==> config.mk <==
export PLATFORM = sky130hd
export DESIGN_NAME = gpib_instrument_interface
export DESIGN_NICKNAME = d
export VERILOG_FILES = /design/src/verilog/gpib_pkg.sv /design/src/verilog/gpib_accept_hs.sv /design/src/verilog/gpib_instrument_interface.sv /design/src/verilog/gpib_source_hs.sv
export SDC_FILE = /design/constraint.sdc
export NUM_CORES = 1
export LEC_CHECK = 0
export BUFFER_PORTS_ARGS = -buffer_cell sky130_fd_sc_hd__buf_2
export CAP_MARGIN = 25
export CORE_MARGIN = 1
export CORE_UTILIZATION = 35
export DETAILED_ROUTE_END_ITERATION = 10
export GPL_TIMING_DRIVEN = 0
export PLACE_DENSITY = 0.67
export SYNTH_ARGS = -nofsm -noshare
export SYNTH_HDL_FRONTEND = slang
export SYNTH_SLANG_ARGS = --single-unit
==> constraint.sdc <==
create_clock -name sys_clk -period 2.05 [get_ports sys_clk]
set_clock_uncertainty 0.1 [all_clocks]
set_input_delay 0.1025 -clock sys_clk [delete_from_list [all_inputs] [get_ports sys_clk]]
set_output_delay 0.1025 -clock sys_clk [all_outputs]
set_load 0.02 [all_outputs]
==> src/verilog/gpib_pkg.sv <==
// Shared constants, bus carriers and state types for the instrument bus interface.
package gpib_pkg;

    // Clock and handshake timing.
    localparam int CLK_PERIOD_NS = 10;
    localparam int SETTLE_NS     = 2000;
    // Data settle time before the data-valid strobe; a least time, so it rounds up.
    localparam int SETTLE_CYCLES = (SETTLE_NS + CLK_PERIOD_NS - 1) / CLK_PERIOD_NS;
    localparam int SETTLE_W      = 8;
    localparam logic [SETTLE_W-1:0] SETTLE_LOAD = SETTLE_W'(SETTLE_CYCLES - 1);

    // Bus address range and factory value.
    localparam logic [4:0] ADDR_RESET = 5'h01;
    localparam logic [4:0] ADDR_MAX   = 5'h1e;
    localparam logic [4:0] ADDR_UNADDR = 5'h1f;

    // Command byte groups (bits 6:5) and universal or addressed commands.
    localparam logic [1:0] GRP_CMD    = 2'h0;
    localparam logic [1:0] GRP_LISTEN = 2'h1;
    localparam logic [1:0] GRP_TALK   = 2'h2;
    localparam logic [6:0] CMD_GTL = 7'h01;
    localparam logic [6:0] CMD_SDC = 7'h04;
    localparam logic [6:0] CMD_PPC = 7'h05;
    localparam logic [6:0] CMD_GET = 7'h08;
    localparam logic [6:0] CMD_LLO = 7'h11;
    localparam logic [6:0] CMD_DCL = 7'h14;
    localparam logic [6:0] CMD_PPU = 7'h15;
    localparam logic [6:0] CMD_SPE = 7'h18;
    localparam logic [6:0] CMD_SPD = 7'h19;

    // Status byte layout.
    localparam int STB_RQS_BIT = 6;
    localparam int STB_ERR_BIT = 0;

    // Text handling.
    localparam logic [7:0] CHAR_LF    = 8'h0a;
    localparam logic [7:0] CHAR_CR    = 8'h0d;
    localparam logic [7:0] CHAR_LOW_A = 8'h61;
    localparam logic [7:0] CHAR_LOW_Z = 8'h7a;
    localparam int         CASE_BIT   = 5;

    localparam int KEY_W = 8;

    // Bus lines as seen by the device; 1 means the line is asserted (electrically low).
    typedef struct packed {
        logic [7:0] dio;
        logic       dav;
        logic       nrfd;
        logic       ndac;
        logic       eoi;
        logic       atn;
        logic       ifc;
        logic       ren;
    } bus_in_type;

    // Driven lines: value plus enable, enable high while the device drives the line.
    typedef struct packed {
        logic [7:0] dio;
        logic       dio_oe;
        logic       dav;
        logic       dav_oe;
        logic       eoi;
        logic       eoi_oe;
        logic       nrfd;
        logic       nrfd_oe;
        logic       ndac;
        logic       ndac_oe;
        logic       srq;
        logic       srq_oe;
    } bus_out_type;

    typedef enum logic [1:0] {
        SH_IDLE   = 2'b00,
        SH_SETTLE = 2'b01,
        SH_VALID  = 2'b11
    } sh_state_type;

    typedef enum logic [1:0] {
        AH_READY  = 2'b00,
        AH_ACCEPT = 2'b01,
        AH_HOLD   = 2'b11
    } ah_state_type;

endpackage

==> src/verilog/gpib_accept_hs.sv <==
// Three-wire acceptor handshake: takes one byte per data-valid strobe.
`timescale 1ns/1ps
module gpib_accept_hs (
    input  wire logic       sys_clk,
    input  wire logic       nrst,
    input  wire logic       enable,
    input  wire logic       hold_off,
    input  wire logic       dav,
    input  wire logic [7:0] dio,
    input  wire logic       atn,
    input  wire logic       eoi,
    output logic            valid,
    output logic [7:0]      data,
    output logic            is_cmd,
    output logic            is_end,
    output logic            nrfd,
    output logic            ndac,
    output logic            active
);

    typedef struct packed {
        gpib_pkg::ah_state_type state;
        logic [7:0]             data;
        logic                   is_cmd;
        logic                   is_end;
        logic                   valid;
    } ah_type;

    ah_type st;
    ah_type next_st;

    // Accept once per strobe, then wait for the strobe to drop before readying again.
    always_comb begin
        next_st       = st;
        next_st.valid = 1'b0;
        case (st.state)
            gpib_pkg::AH_READY: begin
                if (dav && (atn || !hold_off)) begin
                    next_st.state  = gpib_pkg::AH_ACCEPT;
                    next_st.data   = dio;
                    next_st.is_cmd = atn;
                    next_st.is_end = eoi;
                    next_st.valid  = 1'b1;
                end
            end
            gpib_pkg::AH_ACCEPT: next_st.state = gpib_pkg::AH_HOLD;
            gpib_pkg::AH_HOLD: begin
                if (!dav) begin
                    next_st.state = gpib_pkg::AH_READY;
                end
            end
            default: next_st.state = gpib_pkg::AH_READY;
        endcase
        if (!enable) begin
            next_st.state = gpib_pkg::AH_READY;
            next_st.valid = 1'b0;
        end
    end

    always_ff @(posedge sys_clk or negedge nrst) begin
        if (!nrst) begin
            st <= '0;
        end else begin
            st <= next_st;
        end
    end

    // Not ready while busy or holding; accepted is withheld until a byte is taken.
    assign nrfd   = (st.state != gpib_pkg::AH_READY) || (hold_off && !atn);
    assign ndac   = (st.state == gpib_pkg::AH_READY);
    assign active = enable;
    assign valid  = st.valid;
    assign data   = st.data;
    assign is_cmd = st.is_cmd;
    assign is_end = st.is_end;

endmodule

==> src/verilog/gpib_instrument_interface.sv <==
// Device-side instrument bus interface: addressing, remote/local, clears, trigger and polling.
//
// Functional notes
// - Full three-wire handshake, both directions.
// - Talker with serial poll; own listen unaddresses.
// - Listener; own talk address unaddresses it.
// - Full remote/local handling including lockout.
// - No parallel poll; configure and poll ignored.
// - Universal and addressed device clear supported.
// - Group trigger acted on when addressed listener.
// - Address 0 to 30, factory value 1.
// - Service request asserted on any error.
// - Serial poll clears the pending error.
// - Status byte zero unless error pending.
// - Lockout in remote blocks front panel keys.
// - Go-to-local when listening leaves remote, lifts lockout.
// - Remote lamp on first message until go-to-local or disengage.
// - Serial port neither touches nor feels bus.
// - Universal clear empties buffers, resets, goes remote.
// - Selected clear only when listening, then remote.
// - Trigger freezes bus reading until read.
// - Interface clear aborts and idles interface.
// - Line feed ends messages, carriage return optional.
// - Letters are case-insensitive in message text.
`timescale 1ns/1ps
module gpib_instrument_interface (
    input  wire logic                       sys_clk,
    input  wire logic                       nrst,
    input  wire gpib_pkg::bus_in_type       bus_i,
    output gpib_pkg::bus_out_type           bus_o,
    input  wire logic                       addr_wr,
    input  wire logic [4:0]                 addr_val,
    output logic [4:0]                      addr,
    input  wire logic                       error_event,
    output logic [7:0]                      rx_data,
    output logic                            rx_valid,
    output logic                            rx_eom,
    input  wire logic                       rx_ready,
    input  wire logic [7:0]                 tx_data,
    input  wire logic                       tx_last,
    input  wire logic                       tx_valid,
    output logic                            tx_ready,
    input  wire logic [gpib_pkg::KEY_W-1:0] keys_in,
    output logic [gpib_pkg::KEY_W-1:0]      keys,
    output logic                            remote_led,
    output logic                            lockout,
    output logic                            trig_hold,
    output logic                            dev_clear
);

    ////////////////////////////////////////////////////////////////////////////////
    // State.

    typedef struct packed {
        logic [4:0]                 addr;
        logic                       talk;
        logic                       listen;
        logic                       spe;
        logic                       stb_sent;
        logic                       remote;
        logic                       llo;
        logic                       err;
        logic                       rqs;
        logic                       trig_hold;
        logic [7:0]                 rx_data;
        logic                       rx_valid;
        logic                       rx_eom;
        logic                       dev_clear;
        logic [gpib_pkg::KEY_W-1:0] keys;
    } iface_type;

    iface_type st;
    iface_type next_st;

    logic       ah_valid;
    logic [7:0] ah_data;
    logic       ah_cmd;
    logic       ah_end;
    logic       ah_nrfd;
    logic       ah_ndac;
    logic       ah_active;
    logic       ah_enable;
    logic       sh_busy;
    logic       sh_done;
    logic       sh_dav;
    logic       sh_drive;
    logic [7:0] sh_dio;
    logic       sh_eoi;
    logic       sh_start;
    logic       sh_abort;
    logic [7:0] sh_byte;
    logic       sh_last;
    logic [7:0] status_byte;
    logic [6:0] cmd;
    logic       my_listen;
    logic       my_talk;
    logic [7:0] text_byte;

    ////////////////////////////////////////////////////////////////////////////////
    // Handshake engines.

    // Commands are taken whenever attention is asserted and interface clear is not; data only when listening.
    assign ah_enable = !bus_i.ifc && (bus_i.atn || st.listen);

    gpib_accept_hs u_accept (
        .sys_clk  (sys_clk),
        .nrst     (nrst),
        .enable   (ah_enable),
        .hold_off (!rx_ready),
        .dav      (bus_i.dav),
        .dio      (bus_i.dio),
        .atn      (bus_i.atn),
        .eoi      (bus_i.eoi),
        .valid    (ah_valid),
        .data     (ah_data),
        .is_cmd   (ah_cmd),
        .is_end   (ah_end),
        .nrfd     (ah_nrfd),
        .ndac     (ah_ndac),
        .active   (ah_active)
    );

    // Status byte carries only request and error, so it reads zero with no error.
    always_comb begin
        status_byte                       = 8'h00;
        status_byte[gpib_pkg::STB_RQS_BIT] = st.rqs;
        status_byte[gpib_pkg::STB_ERR_BIT] = st.err;
    end

    // In serial poll mode the talker sends one status byte per poll instead of data.
    assign sh_byte  = st.spe ? status_byte : tx_data;
    assign sh_last  = st.spe ? 1'b0 : tx_last;
    assign sh_start = st.talk && !bus_i.atn && !sh_busy && !sh_done &&
                      (st.spe ? !st.stb_sent : tx_valid);
    // Any loss of the talker role or attention from the controller aborts the byte.
    assign sh_abort = bus_i.ifc || bus_i.atn || !st.talk || st.dev_clear;

    gpib_source_hs u_source (
        .sys_clk (sys_clk),
        .nrst    (nrst),
        .abort   (sh_abort),
        .start   (sh_start),
        .data    (sh_byte),
        .last    (sh_last),
        .nrfd    (bus_i.nrfd),
        .ndac    (bus_i.ndac),
        .busy    (sh_busy),
        .done    (sh_done),
        .dav     (sh_dav),
        .drive   (sh_drive),
        .dio     (sh_dio),
        .eoi     (sh_eoi)
    );

    ////////////////////////////////////////////////////////////////////////////////
    // Command decode helpers.

    assign cmd       = ah_data[6:0];
    assign my_listen = (cmd[6:5] == gpib_pkg::GRP_LISTEN) && (cmd[4:0] == st.addr);
    assign my_talk   = (cmd[6:5] == gpib_pkg::GRP_TALK) && (cmd[4:0] == st.addr);

    // Lower-case letters are folded to upper case so the parser sees one form.
    always_comb begin
        text_byte = ah_data;
        if (ah_data >= gpib_pkg::CHAR_LOW_A && ah_data <= gpib_pkg::CHAR_LOW_Z) begin
            text_byte[gpib_pkg::CASE_BIT] = 1'b0;
        end
    end

    ////////////////////////////////////////////////////////////////////////////////
    // Interface state update.

    always_comb begin
        next_st           = st;
        next_st.rx_valid  = 1'b0;
        next_st.rx_eom    = 1'b0;
        next_st.dev_clear = 1'b0;

        // Address changes outside 0..30 are refused and the old address kept.
        if (addr_wr && addr_val <= gpib_pkg::ADDR_MAX) begin
            next_st.addr = addr_val;
        end

        // A new poll may follow once the controller takes attention again.
        if (bus_i.atn) begin
            next_st.stb_sent = 1'b0;
        end

        // Interface commands, taken while attention is asserted.
        if (ah_valid && ah_cmd) begin
            case (cmd[6:5])
                gpib_pkg::GRP_LISTEN: begin
                    if (cmd[4:0] == gpib_pkg::ADDR_UNADDR) begin
                        next_st.listen = 1'b0;
                    end else if (my_listen) begin
                        next_st.listen = 1'b1;
                        next_st.talk   = 1'b0;
                        // First contact from a controller holding remote enable lights remote.
                        if (bus_i.ren) begin
                            next_st.remote = 1'b1;
                        end
                    end
                end
                gpib_pkg::GRP_TALK: begin
                    if (my_talk) begin
                        next_st.talk   = 1'b1;
                        next_st.listen = 1'b0;
                        if (bus_i.ren) begin
                            next_st.remote = 1'b1;
                        end
                    end else begin
                        next_st.talk = 1'b0;
                    end
                end
                gpib_pkg::GRP_CMD: begin
                    case (cmd)
                        gpib_pkg::CMD_GTL: begin
                            if (st.listen) begin
                                next_st.remote = 1'b0;
                                next_st.llo    = 1'b0;
                            end
                        end
                        gpib_pkg::CMD_LLO: begin
                            if (bus_i.ren) begin
                                next_st.llo = 1'b1;
                            end
                        end
                        gpib_pkg::CMD_DCL: begin
                            next_st.dev_clear = 1'b1;
                            next_st.trig_hold = 1'b0;
                            next_st.remote    = bus_i.ren;
                        end
                        gpib_pkg::CMD_SDC: begin
                            if (st.listen) begin
                                next_st.dev_clear = 1'b1;
                                next_st.trig_hold = 1'b0;
                                next_st.remote    = bus_i.ren;
                            end
                        end
                        gpib_pkg::CMD_GET: begin
                            if (st.listen) begin
                                next_st.trig_hold = 1'b1;
                            end
                        end
                        gpib_pkg::CMD_SPE: next_st.spe = 1'b1;
                        gpib_pkg::CMD_SPD: next_st.spe = 1'b0;
                        // No parallel poll response exists, so configuration is dropped.
                        gpib_pkg::CMD_PPC: next_st.spe = st.spe;
                        gpib_pkg::CMD_PPU: next_st.spe = st.spe;
                        default:           next_st.spe = st.spe;
                    endcase
                end
                default: next_st.talk = st.talk;
            endcase
        end

        // Message text, taken only as a listener; carriage return is dropped so either
        // ending form reaches the parser as one end-of-message pulse.
        if (ah_valid && !ah_cmd && st.listen) begin
            if (bus_i.ren) begin
                next_st.remote = 1'b1;
            end
            if (ah_data == gpib_pkg::CHAR_LF) begin
                next_st.rx_eom = 1'b1;
            end else if (ah_data != gpib_pkg::CHAR_CR) begin
                next_st.rx_data  = text_byte;
                next_st.rx_valid = 1'b1;
                next_st.rx_eom   = ah_end;
            end
        end

        // The frozen reading is released once its last byte has been read.
        if (sh_done && !st.spe && sh_last) begin
            next_st.trig_hold = 1'b0;
        end

        // A status byte taken by the controller clears the error and drops the request.
        if (sh_done && st.spe) begin
            next_st.stb_sent = 1'b1;
            next_st.err      = 1'b0;
            next_st.rqs      = 1'b0;
        end
        // A fresh error wins over a clear in the same cycle.
        if (error_event) begin
            next_st.err = 1'b1;
            next_st.rqs = 1'b1;
        end

        // Remote enable released means the controller has disengaged.
        if (!bus_i.ren) begin
            next_st.remote = 1'b0;
            next_st.llo    = 1'b0;
        end

        // Interface clear returns talker, listener and poll mode to idle.
        if (bus_i.ifc) begin
            next_st.talk   = 1'b0;
            next_st.listen = 1'b0;
            next_st.spe    = 1'b0;
        end

        // Keys pass only when lockout is not in effect in remote mode.
        next_st.keys = (st.remote && st.llo) ? '0 : keys_in;
    end

    // Address comes up at its factory value; bus state comes up idle and local.
    always_ff @(posedge sys_clk or negedge nrst) begin
        if (!nrst) begin
            st      <= '0;
            st.addr <= gpib_pkg::ADDR_RESET;
        end else begin
            st <= next_st;
        end
    end

    ////////////////////////////////////////////////////////////////////////////////
    // Outputs.

    // Serial-port traffic has no path into this block, so it cannot reach the lamp.
    assign remote_led = st.remote;
    assign lockout    = st.remote && st.llo;
    assign keys       = st.keys;
    assign addr       = st.addr;
    assign trig_hold  = st.trig_hold;
    assign dev_clear  = st.dev_clear;
    assign rx_data    = st.rx_data;
    assign rx_valid   = st.rx_valid;
    assign rx_eom     = st.rx_eom;
    assign tx_ready   = sh_done && !st.spe;

    // Open-drain lines are enabled only while asserted; data lines only while talking.
    always_comb begin
        bus_o         = '0;
        bus_o.dio     = sh_dio;
        bus_o.dio_oe  = sh_drive;
        bus_o.dav     = sh_dav;
        bus_o.dav_oe  = sh_dav;
        bus_o.eoi     = sh_eoi;
        bus_o.eoi_oe  = sh_eoi;
        bus_o.nrfd    = ah_active && ah_nrfd;
        bus_o.nrfd_oe = ah_active && ah_nrfd;
        bus_o.ndac    = ah_active && ah_ndac;
        bus_o.ndac_oe = ah_active && ah_ndac;
        bus_o.srq     = st.rqs;
        bus_o.srq_oe  = st.rqs;
    end

endmodule

==> src/verilog/gpib_source_hs.sv <==
// Three-wire source handshake: drives one byte per start onto the bus.
`timescale 1ns/1ps
module gpib_source_hs (
    input  wire logic       sys_clk,
    input  wire logic       nrst,
    input  wire logic       abort,
    input  wire logic       start,
    input  wire logic [7:0] data,
    input  wire logic       last,
    input  wire logic       nrfd,
    input  wire logic       ndac,
    output logic            busy,
    output logic            done,
    output logic            dav,
    output logic            drive,
    output logic [7:0]      dio,
    output logic            eoi
);

    typedef struct packed {
        gpib_pkg::sh_state_type         state;
        logic [gpib_pkg::SETTLE_W-1:0]  cnt;
        logic [7:0]                     data;
        logic                           last;
        logic                           done;
    } sh_type;

    sh_type st;
    sh_type next_st;

    // Byte is latched at start so the sender may change its data once done pulses.
    always_comb begin
        next_st      = st;
        next_st.done = 1'b0;
        case (st.state)
            gpib_pkg::SH_IDLE: begin
                if (start) begin
                    next_st.state = gpib_pkg::SH_SETTLE;
                    next_st.cnt   = gpib_pkg::SETTLE_LOAD;
                    next_st.data  = data;
                    next_st.last  = last;
                end
            end
            gpib_pkg::SH_SETTLE: begin
                // Strobe only after settling and once every acceptor is ready.
                if (st.cnt != '0) begin
                    next_st.cnt = st.cnt - 1'b1;
                end else if (!nrfd) begin
                    next_st.state = gpib_pkg::SH_VALID;
                end
            end
            gpib_pkg::SH_VALID: begin
                if (!ndac) begin
                    next_st.state = gpib_pkg::SH_IDLE;
                    next_st.done  = 1'b1;
                end
            end
            default: next_st.state = gpib_pkg::SH_IDLE;
        endcase
        if (abort) begin
            next_st.state = gpib_pkg::SH_IDLE;
            next_st.done  = 1'b0;
        end
    end

    always_ff @(posedge sys_clk or negedge nrst) begin
        if (!nrst) begin
            st <= '0;
        end else begin
            st <= next_st;
        end
    end

    assign busy  = (st.state != gpib_pkg::SH_IDLE);
    assign done  = st.done;
    assign dav   = (st.state == gpib_pkg::SH_VALID);
    assign drive = busy;
    assign dio   = st.data;
    assign eoi   = busy && st.last;

endmodule
## Word level (Yosys, flattened, before mapping)

Cells that the tools add are included.

- Register bits after elaboration: 66
- Bits in latches: 0
- RAM bits: 0
- Bits in read-only memories: 0
- Bits of input ports: 43
- Output and inout bits: 47
- Word-level logic and storage cells: 200
- Memories kept: 0

- Add/sub/neg operators: 1
- $mul: 0
- Div/mod/pow operators: 0
- $lt $le $gt $ge: 3
- Equal/unequal tests: 43
- Shift-type cells: 0
- Muxes and demuxes: 63
- Bitwise gates (word level): 1
- Reductions and logical operators: 64

Operators with widths:

| operator | number |
|---|---|
| $mux 1 | 31 |
| $ne 3x3->1 const B | 10 |
| $eq 7x5->1 const B | 4 |
| $mux 2 | 14 |
| $mux 8 | 3 |
| $logic_and 1x1->1 | 21 |
| $mux 19 | 1 |
| $reduce_bool 2->1 | 9 |
| $ne 4x3->1 const B | 4 |
| $pmux 8 s2 | 1 |
| $reduce_and 4->1 | 4 |
| $mux 13 | 1 |
| $pmux 2 s3 | 2 |
| $ne 5x5->1 const B | 2 |
| $pmux 1 s2 | 5 |
| $logic_not 1->1 | 9 |
| $pmux 1 s3 | 3 |
| $reduce_and 3->1 | 3 |
| $eq 8x4->1 const B | 1 |
| $ge 8x7->1 const B | 1 |
| $le 8x7->1 const B | 1 |
| $ne 8x4->1 const B | 1 |
| $reduce_and 8->1 | 1 |
| $reduce_bool 8->1 | 1 |
| other kinds (23) | 42 |

## Longest topological paths before layout

- Depth in word-level cells: 8
- Gate-level depth with buffers: 7
- Gate-level depth less buffers: 7

## Modules after synthesis

Synthesis repeated with hierarchy kept, for this count alone.

- Cell total of the unflattened synthesis: 344
- Area total of the unflattened synthesis: 3669.8 um^2

By module, submodules not included:

| module | instances | cells an instance | area each (um^2) | seq. area each (um^2) |
|---|---|---|---|---|
| gpib_instrument_interface | 1 | 209 | 2037.0 | 802.0 |
| gpib_source_hs | 1 | 91 | 1014.7 | 500.5 |
| gpib_accept_hs | 1 | 44 | 618.1 | 325.3 |

## Worst setup path after synthesis

Ideal clock, no wire load.

- Kind: register -> register
- From: register u_accept.st (netlist bit u_accept.data[4])
- To: register st (netlist bit rx_data[1])
- Library setup time: 0.125 ns
- Arrival: 1.957 ns
- Required time: 1.825 ns
- Slack: -0.133 ns
- Stages on the path, launching flop included: 7
- Buffers on the path: 1
- Period minus slack after synthesis: 2.183 ns
- Cell sequence: dfrtp_1 -> buf_6 -> or3_1 -> or4b_4 -> a21oi_4 -> nor2_4 -> mux2_4

- Word-level cells in the longest chain between the ends: 3
- Elaborated cells on any way between the ends: 4
- Those cells by class: eq/ne (2); bitwise (1); reduce/logical (1)

RTL lines:

| what | line | RTL |
|---|---|---|
| start, declared | gpib_accept_hs.sv:29 | `ah_type st;` |
| start signal, assigned | gpib_accept_hs.sv:64 | `st <= next_st;` |
| $eq 8x4->1 | gpib_instrument_interface.sv:263 | `if (ah_data == gpib_pkg::CHAR_LF) begin` |
| $not 1->1 (no line) | n/a |  |
| $reduce_and 3->1 (no line) * | n/a |  |
| end signal, assigned | gpib_instrument_interface.sv:312 | `st <= next_st;` |
| end, declared | gpib_instrument_interface.sv:72 | `iface_type st;` |

Every way passes the cells marked *; elsewhere a longest branch is shown, timed or not.
A chain may end at the register's enable or synchronous reset.

## Worst setup path after layout

- From: register u_accept.st (netlist bit u_accept.data[5])
- To: register st (netlist bit rx_data[3])

Same word-level chain as after synthesis.

==> reports/results.txt <==
Ys Warns: 0
Nets: 510
fmax: 472 MHz
sum of negative setup slack: -0.304 ns
1st-pass router iterations: 4
total global-route track usage: 16.1%
largest net degree at the start of global routing: 66
DRC errors left: 0
status: complete, but fails checks
largest cells by area after synthesis: dfrtp_1 47%, buf_4 8.7%, mux2_2 5.0%
DR vias: 2709
Setup CP Type: reg -> reg
critical-path cell list: or3_4 > or4b_4 > a21oi_4 > nor2_4 > mux2_4
crit end category: flop
CTS sink cnt: 65
CTS clk-pin slew, worst paths: 0.07 ns
num ports: 90
commonest cells in the netlist: 64 x dfrtp_1, 41 x nand2_1, 39 x buf_4
CP max-delay cell: or4b_4
FF/Latch Area: 0.00163 sq mm
worst path arrival time: 2.23 ns
Avg Cell Area, Syn: 10.4 sq um
post-route ant nets: 0
clk root buf: clkbuf_8
Yosys top cell by area: dfrtp_1
Mapped Cells: 326
syn_nets: 371
power per cell area: 707 mW/mm^2
adder-cell area share of the yosys netlist: 0.741%
main combinational cell family by area after synthesis: simple AND/OR/NAND/NOR gates
worst hold-check path type: in -> reg
WL met2: 3780 microns
CTS tree: done
Port Buffer Count: 89
max layer used: met4
Post-synth top flop: dfrtp_1
final core utilization: 49.3%
first-pass GRT wire length: 12700 microns
vias in the first global route: 2790
Starting Density: 36.4%
most numerous cell in the Yosys netlist: dfrtp_1
RSZ-0062 raised after global routing: true
maximum clock path buffer count: 2
Seq/Total Area, Yosys: 48.2%
crit-path max FO: 6
Buf/Inv on CP: 0
Area Growth Syn to Fin: 35.6%
max cap viols: 0
CP peak stage delay: 0.52 ns
slew at the pin closest to its max-slew limit: 0.815 ns
Final period util: 103%
EDFF count, synth: 0
worst slack, placed: -0.198 ns
#FFs+latches synth: 65
Chip Width: 100 microns
core footprint: 0.00928 sq mm
Async S/R FF share, synth: 100%
Routability Congestion: 0.809
CTS H-Tree Depth: 3
library cells used by synthesis: 56
layout cell share with drive strength beyond 1: 39.8%
ant diodes: 0
Setup Viol. Count Final: 5
fillers: 882
static leakage: 2.20 nW
multi-input logic area: 0.00138 sq mm
Slew headroom: 45.7%
failing checks: setup timing
post-synthesis compound-gate area fraction: 8.23%
CP startpoint kind: flop
initial antenna violation count: 0
max-slew violations: 0
cts bufs inserted: 9
M1 wire length: 3550 microns
CP top delay family: simple AND/OR/NAND/NOR gates
met3 WL: 297 microns
Max VDD drop: 313 uV
Worst-Skew Late Latency: 0.33 ns
Worst Slack Setup Final: -0.0689 ns
post-synth top area share: 47.4%
initial DRC count: 107
simple-gate share of the synthesized area: 19.7%
Final min period: 2.12 ns
final hold violations: 0
Routed WL per cell: 13.0 microns
Rows: 35
Die Height: 100 microns
Die Area: 0.0100 sq mm
Cell Area, Synth: 0.00338 sq mm
DR vias/cell: 4.55
DP HPWL: 5120 microns
Remaining Overflow, GRT: 0
DRT Wirelength: 7730 microns
Required @ worst endpoint: 2.16 ns
mux contribution to synthesized area: 8.41%
Post-Synth XOR/XNOR Area: 2.59%
-- repair_timing --
item                                    4_1_cts  5_1_grt
endpoints found under the setup margin       20       21
endpoints found under the hold margin       102        0
hold buffers                                 38        0
gates resized for setup                       6        9
pin swaps                                     2        2
setup buffers                                 4        0
-- area by class of cell --
type | count | share of cell area (%)
sequential | 65 | 35.6
multi-input combinational | 202 | 30.2
buffer | 47 | 7.87
inverter | 9 | 0.738
clock buffer | 12 | 3.17
tap | 129 | 3.52
timing repair buffer | 131 | 18.7
clock inverter | 1 | 0.109
-- placed cells by master, fill, tap and decap left out, drive strengths merged, types with 3 or more instances in the layout --
cell type	instances
inv	9
nand2b	5
nor3	6
dfrtp	64
mux2	20
nor2	18
xor2	8
dlygate4sd3	38
and2	11
nand3b	7
or3	4
a21oi	9
buf	135
nor4	5
and3	3
nor2b	4
mux2i	4
o21ai	17
clkbuf	17
nor3b	4
nand2	41
or4b	3
nand3	5
-- metal layers --
metal / vias to the layer above / global-route usage [%]
met5: - / 0
met4: 0 / 6.91
met3: 12 / 3.13
met2: 76 / 27.0
met1: 1270 / 20.3
li1: 1351 / -
-- where the power goes --
part / switching, W / total (W) / internal (W)
sequential: 0.000118 / 0.00154 / 0.00143
clock: 0.000445 / 0.000896 / 0.000451
combinational: 0.000400 / 0.000796 / 0.000397
-- sequential cells by signal (all words and copies together), names as in the netlist --
name / flops
u_source.st: 11
keys: 8
rx_data: 8
u_accept.data: 8
u_source.dio: 8
st: 6
addr: 5
u_accept.st: 2
dev_clear: 1
remote_led: 1
rx_eom: 1
rx_valid: 1
trig_hold: 1
u_accept.is_cmd: 1
u_accept.is_end: 1
u_accept.valid: 1
u_source.done: 1
-- per-stage QoR --
stage / total power [W] / hold slack, ns / area, sq um / cells
floorplan: 0.00204 / -0.293 / 3380 / 326
global placement: 0.00225 / 0.186 / 3980 / 544
detailed placement: 0.00227 / 0.160 / 3990 / 544
CTS: 0.00326 / 0.0300 / 4560 / 598
global route: 0.00342 / 0.0550 / 4580 / 596
finish: 0.00324 / 0.0415 / 4580 / 596
-- worst paths after layout --
| check | startpoint | endpoint | slack [ns] | cells past startpoint |
|---|---|---|---|---|
| min in group asynchronous | nrst | keys[2] | 0.30 | 2 |
| max in group asynchronous | nrst | u_source.st[19] | 0.97 | 2 |
| setup / recovery | u_accept.data[5] | rx_data[3] | -0.07 | 5 |
| hold / removal | bus_i[5] | u_source.st[19] | 0.04 | 4 |
| setup reg to reg | u_accept.data[5] | rx_data[3] | -0.07 | 5 |
| hold reg to reg | u_source.dio[7] | u_source.dio[7] | 0.37 | 2 |
-- worst min-delay path, delay by kind of cell --
family,cells,cell delay [ns]
compound gates,1,0.15
simple gates,2,0.11
buf+inv,1,0.07
-- kinds of logic (layout without fill, tap and decap cells) --
group           after synthesis  after routing
fa+ha+maj                     2              2
xor+xnor                     10             10
compound gates               43             43
flops                        65             65
simple gates                123            123
buf+inv                      59            200
mux                          24             24
Note: power is estimated with default switching activity, not from simulation.
